===== src/inc/dhsa_pkg.sv =====
// constants, encodings and register map of the dual host status/alert block
// assumes a single 50 MHz system clock and a plain register port
package dhsa_pkg;

   // ==========================================================
   // clock and timing
   localparam int unsigned SYS_CLK_KHZ = 50_000;
   // blink half period in milliseconds (plain default)
   localparam int unsigned BLINK_HALF_MS = 250;
   localparam int unsigned BLINK_HALF_CYC = BLINK_HALF_MS * SYS_CLK_KHZ;
   localparam int unsigned BLINK_CNT_W = 24;

   // ==========================================================
   // register map, word index on reg_addr
   localparam logic [3:0] ADR_BUS = 4'h0;
   localparam logic [3:0] ADR_WORD = 4'h1;
   localparam logic [3:0] ADR_CML = 4'h2;
   localparam logic [3:0] ADR_RESP = 4'h3;
   localparam logic [3:0] ADR_IRQ_ST = 4'h4;
   localparam logic [3:0] ADR_IRQ_MSK = 4'h5;
   localparam int unsigned REG_W = 16;

   // ==========================================================
   // host port operations, presented by the port front end
   typedef enum logic [1:0] {
      OP_CMD = 2'b00,
      OP_CLR = 2'b01,
      OP_BAD = 2'b10,
      OP_TAKE = 2'b11
   } dhsa_op_e;

   // communication mode strap
   typedef enum logic [1:0] {
      MODE_ANALOG = 2'b00,
      MODE_I2C = 2'b01,
      MODE_RS485 = 2'b10
   } dhsa_mode_e;

   // ==========================================================
   // bus event field, three bits per port above its control bit
   typedef logic [2:0] dhsa_evt_t;
   localparam dhsa_evt_t EVT_NONE = 3'b000;
   localparam dhsa_evt_t EVT_TOOK = 3'b011;
   localparam dhsa_evt_t EVT_LOST = 3'b010;
   localparam dhsa_evt_t EVT_REJ = 3'b110;

   // ==========================================================
   // summary status word
   localparam int unsigned WORD_CML_BIT = 1;
   // bits that latch until cleared; the rest follow the live unit state
   localparam logic [15:0] WORD_STICKY = 16'hF0FA;
   localparam logic [15:0] WORD_ZERO = 16'h0000;
   localparam int unsigned CML_BAD_BIT = 7;
   localparam logic [7:0] CML_ZERO = 8'h00;

   // ==========================================================
   // response settings and interrupt bits
   localparam logic [7:0] RESP_RST = 8'h00;
   localparam int unsigned IRQ_W = 4;
   localparam int unsigned IRQ_FLT = 0;
   localparam int unsigned IRQ_REJ = 1;
   localparam int unsigned IRQ_TAKE = 2;
   localparam int unsigned IRQ_BAD = 3;

   // width of the pin group passed through the synchroniser
   localparam int unsigned PIN_W = 33;

endpackage


===== src/inc/dhsa_blink_if.sv =====
// blink phase carrier between the blink generator and the top
// assumes both ends sit on sys_clk
`timescale 1ns/1ps
`default_nettype none
interface dhsa_blink_if;
   logic phase;
   modport src (output phase);
   modport snk (input phase);
endinterface
`default_nettype wire


===== src/hw/dhsa_blink.sv =====
// free running blink generator for the front panel indicators
// assumes sys_clk and an asynchronous active low reset
`timescale 1ns/1ps
`default_nettype none
module dhsa_blink
   import dhsa_pkg::*;
#(
   parameter int unsigned HALF_CYC = dhsa_pkg::BLINK_HALF_CYC
) (
   input wire logic sys_clk,
   input wire logic rst_b,
   dhsa_blink_if.src bl
);
   import dhsa_pkg::*;

   // ==========================================================
   // half period counter
   localparam logic [BLINK_CNT_W-1:0] CNT_TOP =
      BLINK_CNT_W'(HALF_CYC - 1);
   localparam logic [BLINK_CNT_W-1:0] CNT_ONE = BLINK_CNT_W'(1);

   logic [BLINK_CNT_W-1:0] cnt_r;
   logic phase_r;
   wire logic wrap = (cnt_r == CNT_TOP);

   // phase toggles once per half period
   always_ff @(posedge sys_clk or negedge rst_b) begin
      if (!rst_b) begin
         cnt_r <= '0;
         phase_r <= 1'b0;
      end else begin
         cnt_r <= wrap ? '0 : cnt_r + CNT_ONE;
         phase_r <= phase_r ^ wrap;
      end
   end

   assign bl.phase = phase_r;

endmodule
`default_nettype wire


===== src/hw/dhsa_top.sv =====
// dual host port status, alert and indicator logic
// assumes port front ends present decoded operations on the link clock,
// unit status pins are asynchronous, the register port is on sys_clk
//
// Contract
// input led is steady when input is ok and blinks when out of limits; output led is steady when output good and blinks on overload.
// temperature led is steady on over-temperature warning, but blinks for a service request in two-wire host mode.
// fault led is steady on a unit fault and blinks on lost host link in multidrop serial mode.
// a host reads status before clear-faults because clearing drops latched data.
// only the controlling port clears status, and its clear never drops the other port's alert; here it clears fault and bad-command alerts of both.
// power supply alarms never set bus event bits.
// a command from the port not in control is rejected, recorded as that port's reject bits and raises its alert.
// when idle the bus event register reads 0x01 with port 0 in control and 0x10 with port 1.
// a control takeover is recorded in the bus event register and raises both alerts.
// clear-faults from a port removes only that port's event bits and drops its alert; here a port not in control keeps fault and bad-command alerts.
// a port's alert stays while that port has uncleared bus events.
// a unit fault is latched in the summary word and raises both alerts without touching bus events.
// controller clear-faults after the fault left returns the word to zero and drops the alerts.
// an invalid command from the controller sets word 0x0002 and comm error 0x80 and raises its alert.
// fault, warning, shutdown, isolation test and comm error bits latch until clear-faults.
// response settings change only by an explicit write, never by clear-faults.
// a fault still present after clear-faults reasserts; operational bits follow live state.
`timescale 1ns/1ps
`default_nettype none
module dhsa_top #(
   parameter int unsigned BLINK_HALF_CYC = dhsa_pkg::BLINK_HALF_CYC
) (
   input wire logic sys_clk,
   input wire logic rst_b,
   input wire logic [3:0] reg_addr,
   input wire logic [dhsa_pkg::REG_W-1:0] reg_wdata,
   input wire logic reg_wr,
   input wire logic reg_rd,
   output logic [dhsa_pkg::REG_W-1:0] reg_rdata,
   output logic irq,
   input wire logic link_clk,
   input wire logic p0_cmd_vld,
   input wire logic [1:0] p0_cmd_op,
   input wire logic p1_cmd_vld,
   input wire logic [1:0] p1_cmd_op,
   input wire logic [15:0] unit_stat,
   input wire logic unit_fault,
   input wire logic in_ok,
   input wire logic in_present,
   input wire logic out_ok,
   input wire logic overload,
   input wire logic ot_warn,
   input wire logic svc_req,
   input wire logic comm_lost,
   input wire logic [1:0] comm_mode,
   output logic alert_0_o,
   output logic alert_0_oe,
   output logic alert_1_o,
   output logic alert_1_oe,
   output logic led_in,
   output logic led_out,
   output logic led_temp,
   output logic led_fault
);
   import dhsa_pkg::*;

   // ==========================================================
   // pin synchroniser: stage one feeds only stage two
   logic [PIN_W-1:0] pin_s1_r;
   logic [PIN_W-1:0] pin_s2_r;
   logic lclk_d_r;
   wire logic [PIN_W-1:0] pin_raw = {link_clk, p0_cmd_vld, p0_cmd_op,
      p1_cmd_vld, p1_cmd_op, unit_stat, unit_fault, in_ok, in_present,
      out_ok, overload, ot_warn, svc_req, comm_lost, comm_mode};

   always_ff @(posedge sys_clk or negedge rst_b) begin
      if (!rst_b) begin
         pin_s1_r <= '0;
         pin_s2_r <= '0;
         lclk_d_r <= 1'b0;
      end else begin
         pin_s1_r <= pin_raw;
         pin_s2_r <= pin_s1_r;
         lclk_d_r <= pin_s2_r[PIN_W-1];
      end
   end

   // synchronised pin views
   wire logic lclk_s = pin_s2_r[PIN_W-1];
   wire logic v0_s = pin_s2_r[PIN_W-2];
   wire logic [1:0] op0_s = pin_s2_r[PIN_W-3 -: 2];
   wire logic v1_s = pin_s2_r[PIN_W-5];
   wire logic [1:0] op1_s = pin_s2_r[PIN_W-6 -: 2];
   wire logic [15:0] live_s = pin_s2_r[PIN_W-8 -: 16];
   wire logic ufault_s = pin_s2_r[9];
   wire logic in_ok_s = pin_s2_r[8];
   wire logic in_pres_s = pin_s2_r[7];
   wire logic out_ok_s = pin_s2_r[6];
   wire logic ovl_s = pin_s2_r[5];
   wire logic otw_s = pin_s2_r[4];
   wire logic svc_s = pin_s2_r[3];
   wire logic clost_s = pin_s2_r[2];
   wire logic [1:0] mode_s = pin_s2_r[1:0];

   // ops are sampled on the link clock rising edge found here
   wire logic lnk_rise = lclk_s & ~lclk_d_r;
   wire logic ev0 = lnk_rise & v0_s;
   wire logic ev1 = lnk_rise & v1_s;

   // ==========================================================
   // control and bus event state
   logic ctrl_r;
   dhsa_evt_t evt0_r;
   dhsa_evt_t evt1_r;
   logic [15:0] word_lat_r;
   logic [7:0] cml_r;
   logic fpend_r;
   logic [1:0] bpend_r;
   logic [7:0] resp_r;
   logic [IRQ_W-1:0] irq_st_r;
   logic [IRQ_W-1:0] irq_msk_r;

   // next event field: own clear wipes it, new events win over the clear
   function automatic dhsa_evt_t evt_next(input dhsa_evt_t cur,
      input logic clr, input logic rej, input logic took,
      input logic lost);
      dhsa_evt_t v;
      v = clr ? EVT_NONE : cur;
      v = v | (rej ? EVT_REJ : EVT_NONE);
      v = v | (took ? EVT_TOOK : EVT_NONE);
      v = v | (lost ? EVT_LOST : EVT_NONE);
      return v;
   endfunction

   // operation decode per port
   wire logic ctl0 = (ctrl_r == 1'b0);
   wire logic ctl1 = (ctrl_r == 1'b1);
   wire logic take0 = ev0 & (op0_s == OP_TAKE) & ~ctl0;
   wire logic take1 = ev1 & (op1_s == OP_TAKE) & ~ctl1 & ~take0;
   wire logic rej0 = ev0 & ~ctl0 & ((op0_s == OP_CMD) | (op0_s == OP_BAD));
   wire logic rej1 = ev1 & ~ctl1 & ((op1_s == OP_CMD) | (op1_s == OP_BAD));
   wire logic clr0 = ev0 & (op0_s == OP_CLR);
   wire logic clr1 = ev1 & (op1_s == OP_CLR);
   wire logic bad0 = ev0 & (op0_s == OP_BAD) & ctl0;
   wire logic bad1 = ev1 & (op1_s == OP_BAD) & ctl1;
   wire logic clr_ctl = (clr0 & ctl0) | (clr1 & ctl1);

   // bus events come only from host ops, never from unit alarms
   wire dhsa_evt_t evt0_nxt =
      evt_next(evt0_r, clr0, rej0, take0, take1);
   wire dhsa_evt_t evt1_nxt =
      evt_next(evt1_r, clr1, rej1, take1, take0);
   wire logic ctrl_nxt = take1 ? 1'b1 : (take0 ? 1'b0 : ctrl_r);
   // control bits sit in the low bit of each nibble
   wire logic [7:0] bus_view = {evt1_r, ctl1, evt0_r, ctl0};

   // summary word: sticky bits latch, a clear restarts from live state
   wire logic [15:0] live_sticky = live_s & WORD_STICKY;
   wire logic [15:0] word_nxt =
      (clr_ctl ? WORD_ZERO : word_lat_r) | live_sticky;
   wire logic new_flt = |(live_sticky & ~word_lat_r);
   wire logic fpend_nxt =
      clr_ctl ? |live_sticky : (fpend_r | new_flt);
   wire logic [7:0] cml_bad = CML_ZERO | (8'h01 << CML_BAD_BIT);
   wire logic [7:0] cml_nxt =
      (clr_ctl ? CML_ZERO : cml_r) | ((bad0 | bad1) ? cml_bad : CML_ZERO);
   wire logic [15:0] cml_word = WORD_ZERO | (16'(|cml_r) << WORD_CML_BIT);
   // operational bits are not held; they read straight from live state
   wire logic [15:0] word_view =
      word_lat_r | (live_s & ~WORD_STICKY) | cml_word;
   // bad-command alert belongs to the issuing port only
   wire logic [1:0] bpend_nxt =
      (clr_ctl ? 2'b00 : bpend_r) | {bad1, bad0};

   // alerts: own bus events, shared unit fault, own bad command
   wire logic al0_nxt = (|evt0_nxt) | fpend_nxt | bpend_nxt[0];
   wire logic al1_nxt = (|evt1_nxt) | fpend_nxt | bpend_nxt[1];

   always_ff @(posedge sys_clk or negedge rst_b) begin
      if (!rst_b) begin
         ctrl_r <= 1'b0;
         evt0_r <= EVT_NONE;
         evt1_r <= EVT_NONE;
         word_lat_r <= WORD_ZERO;
         cml_r <= CML_ZERO;
         fpend_r <= 1'b0;
         bpend_r <= 2'b00;
         alert_0_oe <= 1'b0;
         alert_1_oe <= 1'b0;
      end else begin
         ctrl_r <= ctrl_nxt;
         evt0_r <= evt0_nxt;
         evt1_r <= evt1_nxt;
         word_lat_r <= word_nxt;
         cml_r <= cml_nxt;
         fpend_r <= fpend_nxt;
         bpend_r <= bpend_nxt;
         alert_0_oe <= al0_nxt;
         alert_1_oe <= al1_nxt;
      end
   end

   // open drain alerts only ever pull low; kept in flops for clean pins
   always_ff @(posedge sys_clk or negedge rst_b) begin
      if (!rst_b) begin
         alert_0_o <= 1'b0;
         alert_1_o <= 1'b0;
      end else begin
         alert_0_o <= 1'b0;
         alert_1_o <= 1'b0;
      end
   end

   // ==========================================================
   // register port and interrupts
   wire logic wr_resp = reg_wr & (reg_addr == ADR_RESP);
   wire logic wr_ist = reg_wr & (reg_addr == ADR_IRQ_ST);
   wire logic wr_msk = reg_wr & (reg_addr == ADR_IRQ_MSK);
   wire logic [IRQ_W-1:0] irq_ev = {bad0 | bad1, take0 | take1,
      rej0 | rej1, new_flt};
   // write one clears, a fresh event in the same cycle survives
   wire logic [IRQ_W-1:0] irq_st_nxt =
      (irq_st_r & ~(wr_ist ? reg_wdata[IRQ_W-1:0] : '0)) | irq_ev;
   logic [REG_W-1:0] rd_mux;

   always_comb begin
      rd_mux = '0;
      unique case (reg_addr)
         ADR_BUS: rd_mux = {8'h00, bus_view};
         ADR_WORD: rd_mux = word_view;
         ADR_CML: rd_mux = {8'h00, cml_r};
         ADR_RESP: rd_mux = {8'h00, resp_r};
         ADR_IRQ_ST: rd_mux = {12'h000, irq_st_r};
         ADR_IRQ_MSK: rd_mux = {12'h000, irq_msk_r};
         default: rd_mux = '0; // unmapped reads zero
      endcase
   end

   // response settings only move on an explicit write
   always_ff @(posedge sys_clk or negedge rst_b) begin
      if (!rst_b) begin
         resp_r <= RESP_RST;
         irq_msk_r <= '0;
         irq_st_r <= '0;
         irq <= 1'b0;
         reg_rdata <= '0;
      end else begin
         resp_r <= wr_resp ? reg_wdata[7:0] : resp_r;
         irq_msk_r <= wr_msk ? reg_wdata[IRQ_W-1:0] : irq_msk_r;
         irq_st_r <= irq_st_nxt;
         irq <= |(irq_st_nxt & irq_msk_r);
         reg_rdata <= reg_rd ? rd_mux : '0;
      end
   end

   // ==========================================================
   // front panel indicators
   dhsa_blink_if bl_if ();
   dhsa_blink #(.HALF_CYC(BLINK_HALF_CYC)) u_blink (
      .sys_clk(sys_clk),
      .rst_b(rst_b),
      .bl(bl_if)
   );
   wire logic blk = bl_if.phase;
   wire logic mode_i2c = (mode_s == MODE_I2C);
   wire logic mode_485 = (mode_s == MODE_RS485);
   wire logic in_nxt = in_ok_s | (in_pres_s & blk);
   wire logic out_nxt = ovl_s ? blk : out_ok_s;
   wire logic temp_nxt = (mode_i2c & svc_s) ? blk : otw_s;
   wire logic flt_nxt = ufault_s | (mode_485 & clost_s & blk);

   always_ff @(posedge sys_clk or negedge rst_b) begin
      if (!rst_b) begin
         led_in <= 1'b0;
         led_out <= 1'b0;
         led_temp <= 1'b0;
         led_fault <= 1'b0;
      end else begin
         led_in <= in_nxt;
         led_out <= out_nxt;
         led_temp <= temp_nxt;
         led_fault <= flt_nxt;
      end
   end
endmodule
`default_nettype wire


===== config.mk =====
export PLATFORM = sky130hd
export DESIGN_NAME = dhsa_top
export DESIGN_NICKNAME = d
export VERILOG_FILES = /design/src/inc/dhsa_pkg.sv /design/src/inc/dhsa_blink_if.sv /design/src/hw/dhsa_blink.sv /design/src/hw/dhsa_top.sv
export SDC_FILE = /design/constraint.sdc
export NUM_CORES = 1
export LEC_CHECK = 0
export ABC_AREA = 0
export ABC_CLOCK_PERIOD_IN_PS = 5500
export BUFFER_PORTS_ARGS = -buffer_cell sky130_fd_sc_hd__buf_2
export CAP_MARGIN = 10
export CORE_ASPECT_RATIO = 1.4
export CORE_MARGIN = 2
export CORE_UTILIZATION = 50
export DETAILED_ROUTE_END_ITERATION = 7
export MAX_ROUTING_LAYER = met4
export PLACE_DENSITY = 0.71
export SLEW_MARGIN = 25
export SYNTH_ARGS = -nofsm -noshare
export SYNTH_HDL_FRONTEND = slang
export SYNTH_HIERARCHICAL = 1
export SYNTH_SLANG_ARGS = --single-unit

===== constraint.sdc =====
create_clock -name sys_clk -period 5.5 [get_ports sys_clk]
set_clock_uncertainty 0.05 [all_clocks]
set_input_delay 0.55 -clock sys_clk [delete_from_list [all_inputs] [get_ports sys_clk]]
set_output_delay 0.55 -clock sys_clk [all_outputs]
set_load 0.05 [all_outputs]

==> results.py <==
metrics = {
    "synthesis": {
        "post_synth_instance_area_sq_um": 5665,
        "post-synth-top-area-fraction": 0.6714,
        "yosysUniqueCellTypes": 65,
        "yosys-top-cells-area": "dfrtp_1 67%, mux2_2 3.0%, nor2_1 2.4%",
        "synth_cells": 427,
        "synth_edf_count": 0,
        "synth_area_leader_cell": "dfrtp_1",
        "synthArstFlopShare": 1.000,
        "synth_flop_cell": "dfrtp_1",
        "ys_ff_latch": 152,
        "yosys_warnings": 6,
        "syn_area_per_cell_sq_um": 13.27,
        "portion_of_the_post_synthesis_area_used_by_sequential_elements": 0.6714,
    },
    "drt": {
        "antenna_violating_nets_post_route": 0,
        "finalWirelength_mm": 10.30,
        "detail_route.first_pass.iterations": 4,
        "routed_via_count": 3545,
        "post-route-drc-count": 0,
        "wire_per_inst_um": 15.49,
        "drt_first_iter_violations": 179,
        "dr_vias_cell": 5.331,
    },
    "layout": {
        "nFillCells": 885,
        "fraction_of_layout_instances_using_a_drive_strength_above_1": 0.2668,
        "layout-area-overhead-vs-synth_pct": 20.23,
        "finalNetCount": 567,
        "antenna_diode_count": 0,
        "final_cells": 665,
    },
    "power": {
        "power_leakage_nw": 3.187,
        "pwr-share-seq": 0.469,
        "max-vdd-ir-drop_v": 0.0002534,
        "pwr_density_cell_nw_per_um2": 394.1,
        "switching_share": 0.2240,
        "power.switching_mw": 0.6012,
        "comb_power_share": 0.075,
        "cellInternalPower_mw": 2.083,
        "clock_power_share": 0.456,
    },
    "placed_design": {
        "dp.cells": 634,
        "dp.final_hpwl_mm": 7.132,
        "final_weighted_congestion_in_routability_driven_placement": 0.8501,
        "portBuffers": 71,
    },
    "clock_network": {
        "clkSinkCount": 152,
        "clk_root_buffer_cell": "clkbuf_16",
        "cts_hold_buffers": 0,
        "cts_tree": "yes",
        "htreeDepth": 4,
        "tritoncts.num_buffers": 17,
        "post-cts-setup-buffers": 0,
        "clk-insertion-delay-late_ns": 0.41,
        "clock_tree.buffer_depth": 2,
        "clk_pin_slew_worst_paths_ns": 0.06,
        "ctsResizeCount": 0,
    },
    "setup_path": {
        "worstPathArrival_ns": 2.45,
        "critPathCaptureType": "flip-flop",
        "worst-r2r-setup-slack_ns": 3.33,
        "r2r-start": "u_blink/cnt_r[6]",
        "critical_path.max_fanout": 9,
        "crit_required_ns": 5.78,
        "critPathKind": "reg -> reg",
        "timing.critical_path.from_type": "flip-flop",
        "reg2regPathDepth": 4,
        "worst_r2r_endpoint": "u_blink/bl.phase",
    },
    "run_status": {
        "outcome": "finished, final reports clean",
    },
    "sta": {
        "timing.setup.tns_ns": 0,
        "slew_headroom": 0.4396,
        "report.final.slew_viol_count": 0,
        "timing.final.setup_violations": 0,
        "max_clock_freq_mhz": 461.3,
        "grt_setup_unrepaired": "false",
        "final_hold_viol_count": 0,
        "worst_hold_slack_ns": 0.1920,
        "post-route-min-period_ns": 2.168,
        "final_min_period_over_clock_period": 0.3941,
        "worst_slew_pin_slew_ns": 0.8406,
    },
    "global_route": {
        "global_route_overflow": 0,
        "grt_first_pass_wirelength_mm": 17.78,
        "grt_antenna_before_repair": 0,
        "grt_max_degree": 116,
        "grt_use_total": 0.1929,
        "grt_pass1_vias": 3769,
    },
    "floorplanning": {
        "num_rows": 46,
        "core_area_sq_um": 11170,
        "fp.dieW_um": 93.97,
        "floorplan.die.height_um": 130.0,
        "ioPinCount": 82,
        "die-area_sq_um": 12210,
        "effective_utilization_at_floorplan": 0.5074,
    },
    "hold_path": {
        "timing.hold.worst.start": "in_present",
        "min_path_cells": 1,
        "hold_end": "pin_s1_r[7]",
        "worst_hold_path_type": "in -> reg",
    },
    "run": {
        "max_cap_viol_count": 0,
    },
}
-- cells in the mapped netlist (2+ instances only) --
cell type / number
nor2b_1: 8
clkbuf_1: 7
nand2_1: 22
nand3_1: 15
dfrtp_1: 152
and4b_1: 3
a21oi_1: 9
and3_1: 6
nor4_1: 10
a31oi_1: 3
nor4b_1: 3
buf_4: 3
a31o_2: 3
and4_1: 3
a2111oi_4: 2
mux2_2: 15
nand4_1: 12
mux2i_1: 2
a22oi_1: 6
o21ai_0: 10
o21bai_1: 2
or4_1: 2
xnor2_1: 10
nand2b_1: 2
nand3b_1: 2
a21o_1: 10
nor3b_1: 2
nor3_1: 6
and2_1: 6
nor2b_4: 2
nor2_1: 36
xor2_1: 7
inv_1: 13
a221oi_1: 2
-- per-layer routing --
layer  vias up  GRT usage  routed length, um
met5         -          -                  0
met4         0    0.09633                299
met3        19    0.04503                440
met2        90     0.3071               5298
met1      1761     0.2313               4262
li1       1675          -                  -
-- critical path, cell delays in order (launching register included) --
cell and delay (ns):
dfrtp_1 0.45, or4_1 0.58, nor4_2 0.56, buf_4 0.29, xor2_1 0.15
-- layout make-up --
cell class,instances,area [sq um],area share
clock inverters,10,165.2,0.02425
clock buffers,21,470.5,0.06907
multi-input cells,251,1760,0.2585
flip-flops and latches,152,3804,0.5584
repair buffers,73,379.1,0.05566
inverters,14,52.55,0.007715
well taps,144,180.2,0.02645
-- how the worst max path moves through the flow --
| stage | startpoint | endpoint | slack [ns] | cells after the start |
|---|---|---|---|---|
| after floorplan | reg_addr[0] | irq_msk_r[1] | 3.67 | 4 |
| after global placement | u_blink/cnt_r[6] | u_blink/bl.phase | 3.41 | 4 |
| after detailed placement | u_blink/cnt_r[6] | u_blink/bl.phase | 3.40 | 4 |
| after CTS | u_blink/cnt_r[6] | u_blink/bl.phase | 3.35 | 4 |
| after global routing | u_blink/cnt_r[6] | u_blink/bl.phase | 3.19 | 4 |
| final | u_blink/cnt_r[6] | u_blink/bl.phase | 3.33 | 4 |
-- stage by stage --
stage / worst slack [ns] / total power [mW] / util / area, sq um
after global placement: 3.410 / 1.468 / 0.5529 / 6173
after detailed placement: 3.399 / 1.479 / 0.5529 / 6173
after floorplan: 3.665 / 1.393 / - / 5669
after global routing: 3.194 / 2.793 / 0.6100 / 6812
final: 3.332 / 2.684 / 0.6100 / 6812
after CTS: 3.347 / 2.712 / 0.6098 / 6809
-- power by group through the flow --
stage / registers, mW / clock network, mW / logic [mW]
finish: 1.26 / 1.22 / 0.200
global route: 1.27 / 1.30 / 0.225
CTS: 1.26 / 1.25 / 0.204
detailed placement: 1.28 / 0 / 0.201
global placement: 1.27 / 0 / 0.196
floorplan: 1.28 / 0 / 0.109
-- flip-flops by register name, summed over array words and instances, names as in the netlist, 2 cells and up --
register / cells
word_lat_r: 10
pin_s2_r: 33
evt0_r: 3
resp_r: 8
reg_rdata: 16
evt1_r: 3
pin_s1_r: 33
u_blink/cnt_r: 24
bpend_r: 2
irq_msk_r: 4
irq_st_r: 4
-- cell families (layout without fill, tap and decap cells) --
kind of cell | Yosys count | count (layout) | share of synthesized area
flops | 152 | 152 | 0.6714
buf+inv | 25 | 118 | 0.01855
fa+ha+maj | 1 | 1 | 0.002208
compound gates | 56 | 56 | 0.07752
other cells | 1 | 2 | 0.0006619
simple gates | 156 | 156 | 0.1641
xor+xnor | 17 | 17 | 0.02628
mux | 19 | 19 | 0.03931
-- placed cells by master, fill, tap and decap left out, types with 3 or more instances in the layout --
master and instances:
a21o_1 10, buf_2 70, xnor2_1 10, nor2_1 36
xor2_1 7, nor3_1 6, a31oi_1 3, nor4b_1 3
nand2_1 22, and4_1 3, bufinv_16 4, o21ai_0 10
a22oi_1 6, and4b_1 3, mux2_2 15, dfrtp_1 152
nand3_1 15, clkbuf_8 4, and3_1 6, a21oi_1 9
inv_1 13, nor2b_1 8, nor4_1 10, a31o_2 3
clkbuf_16 17, nand4_1 12, and2_1 6
Power figures use the tool's default switching activity.
